## src/crs_defines.vh

```
`ifndef CRS_DEFINES_VH
`define CRS_DEFINES_VH
// core clock period in picoseconds (40 MHz)
`define CRS_CLK_PERIOD_PS 25000
// slow clock output period bounds, nanoseconds
`define CRS_SLOW_MIN_NS 740
`define CRS_SLOW_MAX_NS 1600
// slow half period in core cycles: midpoint 1170 ns / 25 ns / 2, rounded down
`define CRS_SLOW_HALF_CYCLES ((((`CRS_SLOW_MIN_NS + `CRS_SLOW_MAX_NS) / 2) * 1000) / (2 * `CRS_CLK_PERIOD_PS))
// least chip reset pulse in internal clock periods
`define CRS_RESET_MIN_PERIODS 6
// test-port reset edge count
`define CRS_TAP_RESET_EDGES 6
// speed limit for direct clock, MIPS
`define CRS_DIRECT_MAX_MIPS 50
// pll ratio field widths
`define CRS_PLL_M_W 5
`define CRS_PLL_N_W 4
`endif

```

## src/crs_chip_reset_seq.v

```verilog
`include "crs_defines.vh"

// Operation
// - powerup circuit clears the test-port controller without any outside action; TAP_RESET is set while RESET is high and by six rising test clocks with mode high.
// - reset with interrupt line zero tristates all outputs except test data out.
// - reset alone holds memory, peripheral, select and write strobes high; clock runs.
// - grades above 50 MIPS use the PLL, never the direct input clock.
// - clock output half period equals internal clock period, direct or PLL derived.
// - slow clock select gives clock output period between 0.74 and 1.6 us.
// - fully static logic keeps state for any input clock period.
module crs_chip_reset_seq #(
    parameter SPEED_MIPS = 40,
    parameter SLOW_HALF = `CRS_SLOW_HALF_CYCLES
) (
    input wire CORE_CLK,
    input wire RESET,
    input wire CHIP_RESET_N,
    input wire INTERRUPT_LINE_ZERO,
    input wire TMS,
    input wire TCK,
    input wire SLOW_CLOCK_SELECT,
    input wire PLL_SELECT,
    input wire [`CRS_PLL_M_W-1:0] PLL_M,
    input wire [`CRS_PLL_N_W-1:0] PLL_N,
    input wire EXT_ROM_ENABLE_CORE,
    input wire EXT_RAM_HIGH_ENABLE_CORE,
    input wire EXT_RAM_LOW_ENABLE_CORE,
    input wire IO_ENABLE_CORE,
    input wire DEVICE_SELECT_CORE,
    input wire WRITE_STROBE_N_CORE,
    output reg CLOCK_OUTPUT,
    output reg EXT_ROM_ENABLE,
    output reg EXT_RAM_HIGH_ENABLE,
    output reg EXT_RAM_LOW_ENABLE,
    output reg IO_ENABLE,
    output reg DEVICE_SELECT_OUT,
    output reg WRITE_STROBE_N,
    output reg PINS_OE,
    output reg CORE_RESET,
    output reg TAP_RESET,
    output reg PLL_IN_USE
);
    localparam ST_POWERUP = 2'b00;
    localparam ST_RESET = 2'b01;
    localparam ST_RUN = 2'b10;
    localparam integer RST_MIN_I = `CRS_RESET_MIN_PERIODS;
    localparam integer TAP_EDGES_I = `CRS_TAP_RESET_EDGES;
    localparam integer SLOW_HALF_I = SLOW_HALF;
    localparam [2:0] RST_MIN = RST_MIN_I[2:0];
    localparam [2:0] TAP_EDGES = TAP_EDGES_I[2:0];
    localparam [10:0] SLOW_HALF_W = SLOW_HALF_I[10:0];

    // three-stage pin synchronisers
    reg [2:0] rst_s;
    reg [2:0] int_s;
    reg [2:0] tms_s;
    reg [2:0] tck_s;
    reg [2:0] slow_s;
    reg rst_n_q;
    reg int_q;
    reg tck_q;
    reg tms_q;
    reg slow_q;
    reg [1:0] state;
    reg [2:0] low_cnt;
    reg [2:0] tap_cnt;
    reg [10:0] div_cnt;
    reg [`CRS_PLL_N_W:0] pll_cnt;
    wire use_pll;
    wire tick;

    // filtered copy: change counts once stages two and three agree
    function agree;
        input [2:0] s;
        input old;
        begin
            agree = (s[1] == s[2]) ? s[2] : old;
        end
    endfunction

    always @(posedge CORE_CLK) begin
        if (RESET) begin
            rst_s <= 3'h0;
            int_s <= 3'h0;
            tms_s <= 3'h7;
            tck_s <= 3'h0;
            slow_s <= 3'h0;
            rst_n_q <= 1'b0;
            int_q <= 1'b0;
            tck_q <= 1'b0;
            tms_q <= 1'b1;
            slow_q <= 1'b0;
        end else begin
            rst_s <= {rst_s[1:0], CHIP_RESET_N};
            int_s <= {int_s[1:0], INTERRUPT_LINE_ZERO};
            tms_s <= {tms_s[1:0], TMS};
            tck_s <= {tck_s[1:0], TCK};
            slow_s <= {slow_s[1:0], SLOW_CLOCK_SELECT};
            rst_n_q <= agree(rst_s, rst_n_q);
            int_q <= agree(int_s, int_q);
            tck_q <= agree(tck_s, tck_q);
            tms_q <= agree(tms_s, tms_q);
            slow_q <= agree(slow_s, slow_q);
        end
    end

    // fast grades are forced onto the pll
    assign use_pll = PLL_SELECT || (SPEED_MIPS > `CRS_DIRECT_MAX_MIPS);

    // internal clock tick: every cycle direct, or every N+1 cycles via pll ratio
    assign tick = !use_pll || (pll_cnt == 0);

    // clock output divider, restarted by reset for a known phase
    always @(posedge CORE_CLK) begin
        if (RESET) begin
            pll_cnt <= {(`CRS_PLL_N_W + 1){1'b0}};
            div_cnt <= 11'h000;
            CLOCK_OUTPUT <= 1'b0;
        end else begin
            if (!use_pll || pll_cnt >= {1'b0, PLL_N}) begin
                pll_cnt <= {(`CRS_PLL_N_W + 1){1'b0}};
            end else begin
                pll_cnt <= pll_cnt + 1'b1;
            end
            // phase restart only at reset entry, never while the pin is released
            if (state == ST_RESET && low_cnt == 3'h0 && !rst_n_q) begin
                div_cnt <= 11'h000;
                CLOCK_OUTPUT <= 1'b0;
            end else if (slow_q) begin
                if (div_cnt >= SLOW_HALF_W - 11'h001) begin
                    div_cnt <= 11'h000;
                    CLOCK_OUTPUT <= ~CLOCK_OUTPUT;
                end else begin
                    div_cnt <= div_cnt + 11'h001;
                end
            end else if (tick) begin
                CLOCK_OUTPUT <= ~CLOCK_OUTPUT;
                div_cnt <= 11'h000;
            end
        end
    end

    // reset sequencing and test-port clearing
    always @(posedge CORE_CLK) begin
        if (RESET) begin
            state <= ST_POWERUP;
            low_cnt <= 3'h0;
            tap_cnt <= 3'h0;
            TAP_RESET <= 1'b1;
            CORE_RESET <= 1'b1;
            PLL_IN_USE <= 1'b0;
        end else begin
            PLL_IN_USE <= use_pll;
            // six rising test clocks with mode high clear the controller
            if (agree(tck_s, tck_q) && !tck_q) begin
                if (tms_q) begin
                    if (tap_cnt == TAP_EDGES - 3'h1) begin
                        TAP_RESET <= 1'b1;
                        tap_cnt <= 3'h0;
                    end else begin
                        tap_cnt <= tap_cnt + 3'h1;
                    end
                end else begin
                    tap_cnt <= 3'h0;
                    TAP_RESET <= 1'b0;
                end
            end else if (state == ST_POWERUP) begin
                TAP_RESET <= 1'b0;
            end
            case (state)
                ST_POWERUP: begin
                    state <= rst_n_q ? ST_RUN : ST_RESET;
                    CORE_RESET <= 1'b1;
                end
                ST_RESET: begin
                    CORE_RESET <= 1'b1;
                    if (!rst_n_q) begin
                        if (tick && low_cnt != RST_MIN) begin
                            low_cnt <= low_cnt + 3'h1;
                        end
                    end else if (low_cnt == RST_MIN) begin
                        state <= ST_RUN;
                        CORE_RESET <= 1'b0;
                    end else begin
                        low_cnt <= 3'h0; // short pulse: count restarts, core stays in reset
                    end
                end
                ST_RUN: begin
                    CORE_RESET <= 1'b0;
                    if (!rst_n_q) begin
                        state <= ST_RESET;
                        low_cnt <= 3'h0;
                        CORE_RESET <= 1'b1;
                    end
                end
                default: state <= ST_POWERUP;
            endcase
        end
    end

    // pin states under reset; state kept with no time limit
    always @(posedge CORE_CLK) begin
        if (RESET) begin
            EXT_ROM_ENABLE <= 1'b1;
            EXT_RAM_HIGH_ENABLE <= 1'b1;
            EXT_RAM_LOW_ENABLE <= 1'b1;
            IO_ENABLE <= 1'b1;
            DEVICE_SELECT_OUT <= 1'b1;
            WRITE_STROBE_N <= 1'b1;
            PINS_OE <= 1'b1;
        end else if (!rst_n_q || state != ST_RUN) begin
            // interrupt zero with chip reset floats pins; levels parked high
            PINS_OE <= rst_n_q || !int_q;
            EXT_ROM_ENABLE <= 1'b1;
            EXT_RAM_HIGH_ENABLE <= 1'b1;
            EXT_RAM_LOW_ENABLE <= 1'b1;
            IO_ENABLE <= 1'b1;
            DEVICE_SELECT_OUT <= 1'b1;
            WRITE_STROBE_N <= 1'b1;
        end else begin
            PINS_OE <= 1'b1;
            EXT_ROM_ENABLE <= EXT_ROM_ENABLE_CORE;
            EXT_RAM_HIGH_ENABLE <= EXT_RAM_HIGH_ENABLE_CORE;
            EXT_RAM_LOW_ENABLE <= EXT_RAM_LOW_ENABLE_CORE;
            IO_ENABLE <= IO_ENABLE_CORE;
            DEVICE_SELECT_OUT <= DEVICE_SELECT_CORE;
            WRITE_STROBE_N <= WRITE_STROBE_N_CORE;
        end
    end
endmodule // crs_chip_reset_seq

```

## config.mk

```make
export PLATFORM = sky130hd
export DESIGN_NAME = crs_chip_reset_seq
export DESIGN_NICKNAME = d
export VERILOG_FILES = /design/src/crs_chip_reset_seq.v
export VERILOG_INCLUDE_DIRS = /design/src
export SDC_FILE = /design/constraint.sdc
export NUM_CORES = 1
export LEC_CHECK = 0
export BUFFER_PORTS_ARGS = -buffer_cell sky130_fd_sc_hd__buf_2
export CAP_MARGIN = 20
export CORE_ASPECT_RATIO = 1.25
export CORE_MARGIN = 2
export CORE_UTILIZATION = 55
export DETAILED_ROUTE_END_ITERATION = 12
export GPL_TIMING_DRIVEN = 1
export PLACE_DENSITY_LB_ADDON = 0.15
export SLEW_MARGIN = 25
export SYNTH_ARGS = -nofsm -noshare
export SYNTH_HDL_FRONTEND = slang
export SYNTH_SLANG_ARGS = --single-unit
```

## constraint.sdc

```tcl
create_clock -name CORE_CLK -period 2.3 [get_ports CORE_CLK]
set_clock_uncertainty 0.15 [all_clocks]
set_input_delay 0.23 -clock CORE_CLK [delete_from_list [all_inputs] [get_ports CORE_CLK]]
set_output_delay 0.23 -clock CORE_CLK [all_outputs]
set_load 0.02 [all_outputs]
```

# Word level (Yosys, flattened, before mapping)

Index checks and enable logic that the tools add are counted.

Bits in registers: 55
Output and inout port bits: 11
Logic and storage cells: 106

$add $sub $neg: 4
Order comparisons: 2
Equality and inequality tests: 18
Muxes and demuxes: 27
Bitwise operators: 2
Reduce and logical (&&, ||, !) cells: 27

Operators with widths:

| kind                                                                                 | number |
|---|---|
| 11-bit 2-to-1 mux                                                                    | 3 |
| 3-bit 2-to-1 mux                                                                     | 6 |
| 11-bit by 1-bit adder with 11-bit output, second input constant                      | 1 |
| 11-bit by 5-bit greater-or-equal comparator with 1-bit output, second input constant | 1 |
| 1-bit 2-to-1 mux                                                                     | 11 |
| 2-bit 2-to-1 mux                                                                     | 4 |
| 2-bit OR reduction                                                                   | 4 |
| 3-bit by 1-bit adder with 3-bit output, second input constant                        | 2 |
| 3-bit equality test, second input constant                                           | 2 |
| 2-bit inequality test, second input constant                                         | 3 |
| 3-bit by 2-bit inequality test with 1-bit output, second input constant              | 2 |
| 3-bit inequality test, second input constant                                         | 2 |
| 2-bit one-hot mux with 3 select lines                                                | 1 |
| 3-bit one-hot mux with 2 select lines                                                | 1 |
| 2-bit nonzero test                                                                   | 3 |
| 5-bit by 1-bit adder with 5-bit output, second input constant                        | 1 |
| 1-bit equality test                                                                  | 5 |
| 5-bit by 4-bit greater-or-equal comparator with 1-bit output                         | 1 |
| 5-bit logical NOT                                                                    | 1 |
| 1-bit logical AND                                                                    | 4 |
| 1-bit logical NOT                                                                    | 4 |
| 1-bit logical OR                                                                     | 4 |
| 2-bit by 1-bit inequality test with 1-bit output, second input constant              | 2 |
| 2-bit AND reduction                                                                  | 2 |
| other kinds (9)                                                                      | 10 |

# Depth between registers and ports, before layout

Gate-level depths: netlist of the first run.

Depth in word-level cells: 6
Mapped depth: 7
Mapped depth without buffers: 6

# Least setup slack after synthesis of the first run

No wires, ideal clock.

Path type: register to register
From: reg pll_cnt[0]
To: reg CLOCK_OUTPUT
Setup time: 0.070 ns
Arrival time: 1.691 ns
Slack: 0.390 ns
Stages on the path, launching flop included: 8
Path buffers: 1
Period minus slack after synthesis: 1.910 ns
Cell sequence: dfxtp_1 > inv_1 > ha_1 > or4b_4 > and3b_1 > buf_6 > or3_1 > a21oi_1

Cells in the longest elaborated chain, start to end: 4

Ends and longest elaborated chain:

| item                                 | line                     | source |
|---|---|---|
| start, declared                      | crs_chip_reset_seq.v:68  | `` reg [`CRS_PLL_N_W:0] pll_cnt; `` |
| start signal, assigned               | crs_chip_reset_seq.v:116 | `` pll_cnt <= {(`CRS_PLL_N_W + 1){1'b0}}; `` |
| start signal, assigned               | crs_chip_reset_seq.v:121 | `` pll_cnt <= {(`CRS_PLL_N_W + 1){1'b0}}; `` |
| start signal, assigned               | crs_chip_reset_seq.v:123 | `pll_cnt <= pll_cnt + 1'b1;` |
| 5-bit logical NOT                    | crs_chip_reset_seq.v:111 | `assign tick = !use_pll \|\| (pll_cnt == 0);` |
| 1-bit logical OR                     | crs_chip_reset_seq.v:111 |  |
| 2-bit nonzero test (no source line)  | n/a                      |  |
| 2-bit AND reduction (no source line) | n/a                      |  |
| end signal, assigned                 | crs_chip_reset_seq.v:132 | `CLOCK_OUTPUT <= ~CLOCK_OUTPUT;` |
| end signal, assigned                 | crs_chip_reset_seq.v:137 | `CLOCK_OUTPUT <= ~CLOCK_OUTPUT;` |
| end, declared                        | crs_chip_reset_seq.v:31  | `output reg CLOCK_OUTPUT,` |

No other way between the ends.
A chain may end at the register's enable or synchronous reset.

# Worst setup path after layout of the first run

From: reg state[0]
To: reg state[1]

Cells in the longest elaborated chain, start to end: 3
Elaborated cells on any way between the ends: 8

Ends and longest elaborated chain:

| item                                                                                                       | line                     | source |
|---|---|---|
| start, declared                                                                                            | crs_chip_reset_seq.v:64  | `reg [1:0] state;` |
| start signal, assigned                                                                                     | crs_chip_reset_seq.v:172 | `state <= rst_n_q ? ST_RUN : ST_RESET;` |
| 2-bit by 1-bit equality test with 1-bit output or 2-bit equality test (tied branches)                      | crs_chip_reset_seq.v:170 | `case (state)` |
| 2-bit by 1-bit inequality test with 1-bit output (no source line) or 2-bit inequality test (tied branches) | n/a                      |  |
| 3-bit AND reduction (no source line)                                                                       | n/a                      |  |

Several ways; a longest one is shown, not always the timed one.

==> qor.csv, run 1 <==
stage,metric,value,unit
timing,Final Cycle Share,86.4,%
grt,first-pass GRT wire length,6.59,mm
cts,CTS H-tree lvls,2,
floorplanning,Ports,34,
critical_path,crit path cell chain,inv_1 > ha_1 > nand2_1 > a21boi_0 > a21oi_1 > a311oi_1,
route,via count,1715,
yosys,mapped cell area,2230,um2
cts,Setup Buffers After CTS,0,
grt,GRT Overall Usage,19.0,%
cts,CTS tree,built,
finish,area delta synth->final,18.3,%
critical_path,Critical Path Sink Type,flop,
floorplanning,Rows,25,
timing,Tightest Pin Transition,0.456,ns
timing,f_max,503,MHz
yosys,Synth cell types,42,
cts,Clock Latency Late Sink,0.31,ns
place,placed inst area,2410,um2
critical_path,critical path startpoint category,flop,
cts,clock transition at the registers of the reported paths,0.09,ns
job,MaxCap Viol Count,0,
place,port buffer count,28,
power,peak supply drop,0.585,mV
hold_path,Worst Hold Class,input pin to flop,
route,Final ANT Viol Nets,0,
yosys,area share of the largest cell type after synthesis,49.4,%
floorplanning,die area,4580,um2
route,Wirelength per Cell,11.5,um
power,power density over cell area,810,nW/um2
route,Via density,5.21,
timing,max-slew violations,0,
yosys,Synth area leader,dfxtp_1,
yosys,"EDFF count, synth",0,
critical_path,Max stage delay on crit path,0.43,ns
grt,busiest layer in global routing,met2,
finish,layout cells sized above 1,16.0,%
route,initial drt markers,66,
yosys,synthesized flop and latch total,55,
critical_path,CP max stage cell,a21boi_0,
hold_path,WHS Path Cells,2,
floorplanning,initial cell density of the core,57.9,%
route,Post-Route WL,3.78,mm
yosys,synthesized area per cell,9.52,um2
status,status,"complete, no violations",
timing,Final Hold Violating Endpoints,0,
route,Residual DRC,0,
yosys,cells after synthesis,234,
finish,"Design Area, Final",2640,um2
yosys,Mapped Nets,272,
floorplanning,die width,60.9,um
floorplanning,core area,3850,um2
timing,unrepaired setup endpoints after global routing,no,
route,Pre-antenna DRT Iters,4,
place,Placer Congestion,0.845,
grt,largest net degree at the start of global routing,22,
critical_path,critical path required time,2.38,ns
critical_path,critical path arrival,2.07,ns
yosys,Post-synth ARST share,0,%
critical_path,crit-path max FO,9,
grt,met2 global-route usage,34.4,%
grt,total gr overflow,0,
cts,CTS Buf Count,5,
finish,Final nets,312,
timing,min Tclk post-route,1.99,ns
yosys,sequential fraction of the synthesis area,49.4,%
yosys,"Top FF cell, synth",dfxtp_1,
finish,total inserted antenna cells,0,
grt,global routing met1 resource utilization,21.0,%
timing,final setup violation count,0,
cts,CTS sink count,55,
finish,"commonest non-fill, non-tap cell in the layout",dfxtp_1,
yosys,YS warnings,0,
grt,vias in the first global route,1628,
timing,total negative setup slack,0,ns
critical_path,WS Path Type,flop to flop,
grt,initial antenna violation count,0,
timing,Slew HR,69.3,%
finish,most frequent cells in the layout,"dfxtp_1 (55), buf_2 (28), nor2b_1 (18)",
floorplanning,die height,75.2,um
cts,hold buffers post-CTS,11,
grt,M3 GR Usage,4.64,%
cts,# resized after CTS,0,
cts,root buf cell,clkbuf_8,
critical_path,Worst Reg-to-Reg Cells,6,
place,hpwl dp,2.57,mm
power,Lkg Pwr,1.08,nW
cts,Clock Tree Buf Depth,2,
yosys,"top cells by area, synth","dfxtp_1 (49%), ha_1 (8.4%), nor2b_1 (5.1%)",
[sequential cells by signal (all words and copies together), names as in the netlist, 2 cells and up]
register and cells:
div_cnt 11, pll_cnt 5, int_s 3, low_cnt 3, rst_s 3, slow_s 3
tap_cnt 3, tck_s 3, tms_s 3, state 2
[layout make-up]
type,count,area (um2)
Fill cell,329,1210
Sequential cell,55,1100
Multi-Input combinational cell,158,1040
Timing Repair Buffer,40,258
Clock buffer,5,68.8
Tap cell,54,67.6
Inverter,14,52.6
Clock inverter,3,47.5
[worst max-delay path, delay by kind of cell, from the launching register on]
kind,cells,cell delay [ns]
AOI/OAI and AO/OA,3,0.79
DFF,1,0.39
adders and majority gates,1,0.26
and+or+nand+nor,1,0.20
buffers and inverters,1,0.11
[logic make-up after synthesis]
logic type,after synthesis,share of synthesized area (%)
AO/OA/AOI/OAI,49,13.3
flip-flops,55,49.4
adder cells (fa/ha/maj),15,8.42
AND/OR/NAND/NOR,90,23.4
multiplexers,1,0.449
buffers and inverters,21,3.87
XOR/XNOR,3,1.18
[per-stage QoR]
stage / setup slack [ns] / utilization, % / hold slack, ns / total power, mW / cells
after CTS: 0.298 / 68.5 / 0.0755 / 2.16 / 329
after floorplan: 0.390 / - / 0.159 / 1.40 / 234
final: 0.312 / 68.5 / 0.0812 / 2.14 / 329
after detailed placement: 0.311 / 62.6 / 0.253 / 1.50 / 310
after global routing: 0.186 / 68.5 / 0.0794 / 2.27 / 329
after global placement: 0.347 / 62.6 / 0.242 / 1.49 / 310
[layer usage]
metal  up-vias  part of all wire [%]
met5         -                     0
met4         0                   1.7
met3         6                   3.7
met2        35                    50
met1       784                    45
li1        890                     -
[path summary, 6_finish.rpt]
path / startpoint / endpoint / slack (ns)
min: PLL_SELECT / PLL_IN_USE / 0.08
min reg2reg: int_q / PINS_OE / 0.26
max reg2reg: state[0] / state[1] / 0.31
max: state[0] / state[1] / 0.31
[cell usage after synthesis (2+ instances only)]
cell type and count:
xnor2_1 2, dfxtp_1 55, nand4_1 5, or3_1 7, a21o_1 3, a31oi_1 2
nand2_1 15, or2_2 4, o211ai_1 2, nor2b_1 18, ha_1 15, a211oi_1 5
nor3_1 2, and2_1 5, clkbuf_1 6, a21boi_0 2, o21ai_0 11, nor3b_1 3
nor2_1 10, inv_1 14, nand2b_1 2, a22oi_1 2, nand3b_1 2, nand3_1 8
a21oi_1 17
[report_power, final]
| group | internal (mW) | switching, mW |
|---|---|---|
| Sequential | 1.02 | 0.0494 |
| Clock | 0.330 | 0.310 |
| Combinational | 0.193 | 0.238 |
(Power assumes the default switching activity.)
==> run 2: changes to the inputs <==
- ABC_AREA: unset -> 1
- CAP_MARGIN: 20 -> 15
==> run 2 against run 1 <==
  * Register-to-register slack better by 0.17 ns
  * Hold slack worse by 0.051 ns
  * Maximum frequency up 9.3%
  * Core utilization is 2.1 points lower
  * Critical path type unchanged
  * First-iteration DRC count increased by 39%
  * Highest routed layer unchanged
==> qor.csv, run 2 <==
stage,metric,value,unit,change
cts,Setup Buffers After CTS,0,,unchanged
critical_path,"CP delay by family, top",simple AND/OR/NAND/NOR gates,,
yosys,"Top FF cell, synth",dfxtp_1,,
cts,Clock Tree Buf Depth,2,,unchanged
yosys,Synth cell types,31,,-26%
finish,final core occ,66.4,%,-2.1 points
yosys,synthesized flop and latch total,55,,unchanged
grt,first-pass GRT wire length,6.58,mm,-0.11%
finish,"commonest non-fill, non-tap cell in the layout",dfxtp_1,,
finish,total inserted antenna cells,0,,unchanged
yosys,synthesized area per cell,7.94,um2,-17%
yosys,"top cells by area, synth","dfxtp_1 (48%), inv_1 (8.6%), ha_1 (8.2%)",,
job,MaxCap Viol Count,0,,unchanged
critical_path,WS Path Type,flop to flop,,
power,Net Switching,0.633,mW,+5.9%
timing,max-slew violations,0,,unchanged
finish,area delta synth->final,17.6,%,
finish,largest registers,"div_cnt (11), pll_cnt (5)",,
yosys,most instantiated cells after synthesis,"dfxtp_1 (55), inv_1 (52), nand2_1 (47)",,
cts,CTS H-tree lvls,2,,unchanged
critical_path,Buf/Inv on CP,2,,+1
floorplanning,core area,4030,um2,+4.8%
cts,CTS tree,built,,
cts,Clock Latency Late Sink,0.30,ns,about the same
cts,CTS Buf Count,5,,unchanged
route,Residual DRC,0,,unchanged
grt,vias in the first global route,1628,,unchanged
finish,largest reg by FF count,div_cnt,,
route,Pre-antenna DRT Iters,4,,unchanged
status,status,"complete, no violations",,
yosys,mapped cell area,2280,um2,+2.2%
finish,layout cells sized above 1,14.0,%,-2.0 points
critical_path,critical path startpoint category,flop,,
timing,Final Hold Violating Endpoints,0,,unchanged
grt,GRT Overall Usage,17.9,%,-1.1 points
power,Clk pwr share,27.4,%,-2.6 points
finish,fillers,374,,+14%
grt,largest net degree at the start of global routing,25,,+14%
floorplanning,die area,4680,um2,+2.1%
power,peak supply drop,0.807,mV,+38%
power,register share of total power,48.9,%,-0.9 points
finish,most frequent cells in the layout,"dfxtp_1 (55), inv_1 (52), nand2_1 (47)",,
yosys,"EDFF count, synth",0,,unchanged
floorplanning,initial cell density of the core,56.5,%,-1.4 points
cts,# resized after CTS,0,,unchanged
yosys,sequential fraction of the synthesis area,48.3,%,-1.1 points
place,hpwl dp,2.56,mm,-0.36%
finish,max reg flops,11,,unchanged
floorplanning,Rows,26,,+4.0%
finish,area occupied by multi-input gates,945,um2,-9.3%
critical_path,critical path arrival,1.88,ns,-0.19 ns
power,P_int,1.55,mW,+0.59%
place,Placer Congestion,0.845,,about the same
critical_path,critical path required time,2.36,ns,-0.02 ns
cts,clock transition at the registers of the reported paths,0.09,ns,about the same
route,via count,1786,,+4.1%
power,power density over cell area,814,nW/um2,+0.41%
route,initial drt markers,92,,+39%
yosys,Mapped Nets,325,,+19%
timing,Final Cycle Share,79.1,%,-7.3 points
critical_path,Critical Path Sink Type,flop,,
cts,root buf cell,clkbuf_8,,
power,Comb pwr share,23.7,%,+3.5 points
critical_path,crit-path max FO,11,,+2
critical_path,CP max stage cell,dfxtp_1,,
timing,unrepaired setup endpoints after global routing,no,,
hold_path,Worst Hold Class,input pin to flop,,
floorplanning,die height,76.0,um,+1.1%
grt,initial antenna violation count,0,,unchanged
place,port buffer count,28,,unchanged
timing,total negative setup slack,0,ns,unchanged
route,Wirelength per Cell,9.40,um,-18%
timing,min Tclk post-route,1.82,ns,-0.169 ns
grt,total gr overflow,0,,unchanged
yosys,area share of the largest cell type after synthesis,48.3,%,-1.1 points
timing,Slew HR,75.2,%,+5.9 points
yosys,Synth area leader,dfxtp_1,,
yosys,Post-synth ARST share,0,%,unchanged
critical_path,crit path cell chain,inv_1 > ha_1 > inv_1 > nor2_1 > nand3b_1 > nand2_1 > a21oi_1 > o21a_1,,
timing,final setup violation count,0,,unchanged
finish,Final nets,367,,+18%
floorplanning,Ports,34,,unchanged
timing,f_max,550,MHz,+9.3%
yosys,cells after synthesis,287,,+23%
power,Lkg Pwr,1.22,nW,+12%
route,Via density,4.64,,-11%
route,Final ANT Viol Nets,0,,unchanged
timing,Tightest Pin Transition,0.371,ns,-0.0850 ns
floorplanning,die width,61.6,um,+1.1%
yosys,most common cell in the netlist,dfxtp_1,,
power,sw frac,29.0,%,+1.0 points
route,Post-Route WL,3.62,mm,-4.4%
yosys,YS warnings,0,,unchanged
finish,Sequential Area,1100,um2,unchanged
critical_path,"Top cell by count, worst path",inv_1,,
cts,CTS sink count,55,,unchanged
timing,hold_ws,0.0305,ns,-0.0507 ns
cts,hold buffers post-CTS,11,,unchanged
critical_path,Max stage delay on crit path,0.34,ns,-0.09 ns
## run 2: cells by family after synthesis
kind of cell,count (synthesis),share of synthesized area [%]
and+or+nand+nor,114,21.2
buffers and inverters,59,10.2
DFF,55,48.3
AOI/OAI and AO/OA,39,10.1
adders and majority gates,15,8.24
xor gates and xnor gates,5,1.92
## run 2: through the flow
| step | setup slack, ns | power (mW) | std cells | area [um2] |
|---|---|---|---|---|
| after CTS | 0.468 | 2.20 | 385 | 2680 |
| after detailed placement | 0.480 | 1.59 | 367 | 2470 |
| after global routing | 0.292 | 2.33 | 385 | 2680 |
| after global placement | 0.505 | 1.58 | 367 | 2470 |
| final | 0.481 | 2.18 | 385 | 2680 |
| after floorplan | 0.830 | 1.49 | 287 | 2280 |
## run 2: power by group through the flow
stage                     registers [mW]  clock network, mW  logic (mW)
after floorplan                     1.11                  0       0.379
after global placement              1.09                  0       0.495
after detailed placement            1.09                  0       0.503
after CTS                           1.07              0.615       0.519
after global routing                1.08              0.658       0.599
final                               1.07              0.597       0.516
## run 2: path summary, 6_finish.rpt
path / start / to / slack [ns] / cells after the start
setup / recovery: state[1] / div_cnt[0] / 0.48 / 8
hold / removal: PLL_SELECT / PLL_IN_USE / 0.03 / 3
setup reg to reg: state[1] / div_cnt[0] / 0.48 / 8
hold reg to reg: int_s[0] / int_s[1] / 0.25 / 2
## run 2: metal layers
metal  GRT usage (%)  up-vias  share of wire [%]
li1                -      966                  -
met1            21.0      787                 46
met2            29.8       27                 49
met3            5.29        6                4.0
met4            6.38        0                1.6
met5               0        -                  0
## run 2: area by class of cell
| cell class | instances | area share, % |
|---|---|---|
| tap | 56 | 2.61 |
| multi-input combinational | 173 | 35.2 |
| inverter | 54 | 7.61 |
| timing repair buffer | 40 | 9.62 |
| clock inverter | 1 | 1.12 |
| clock buffer | 6 | 2.71 |
| sequential | 55 | 41.1 |
## run 2: tightest hold or removal path, cell delays in order
cell and delay (ns):
buf_2 0.11, inv_1 0.06, nor2_1 0.04
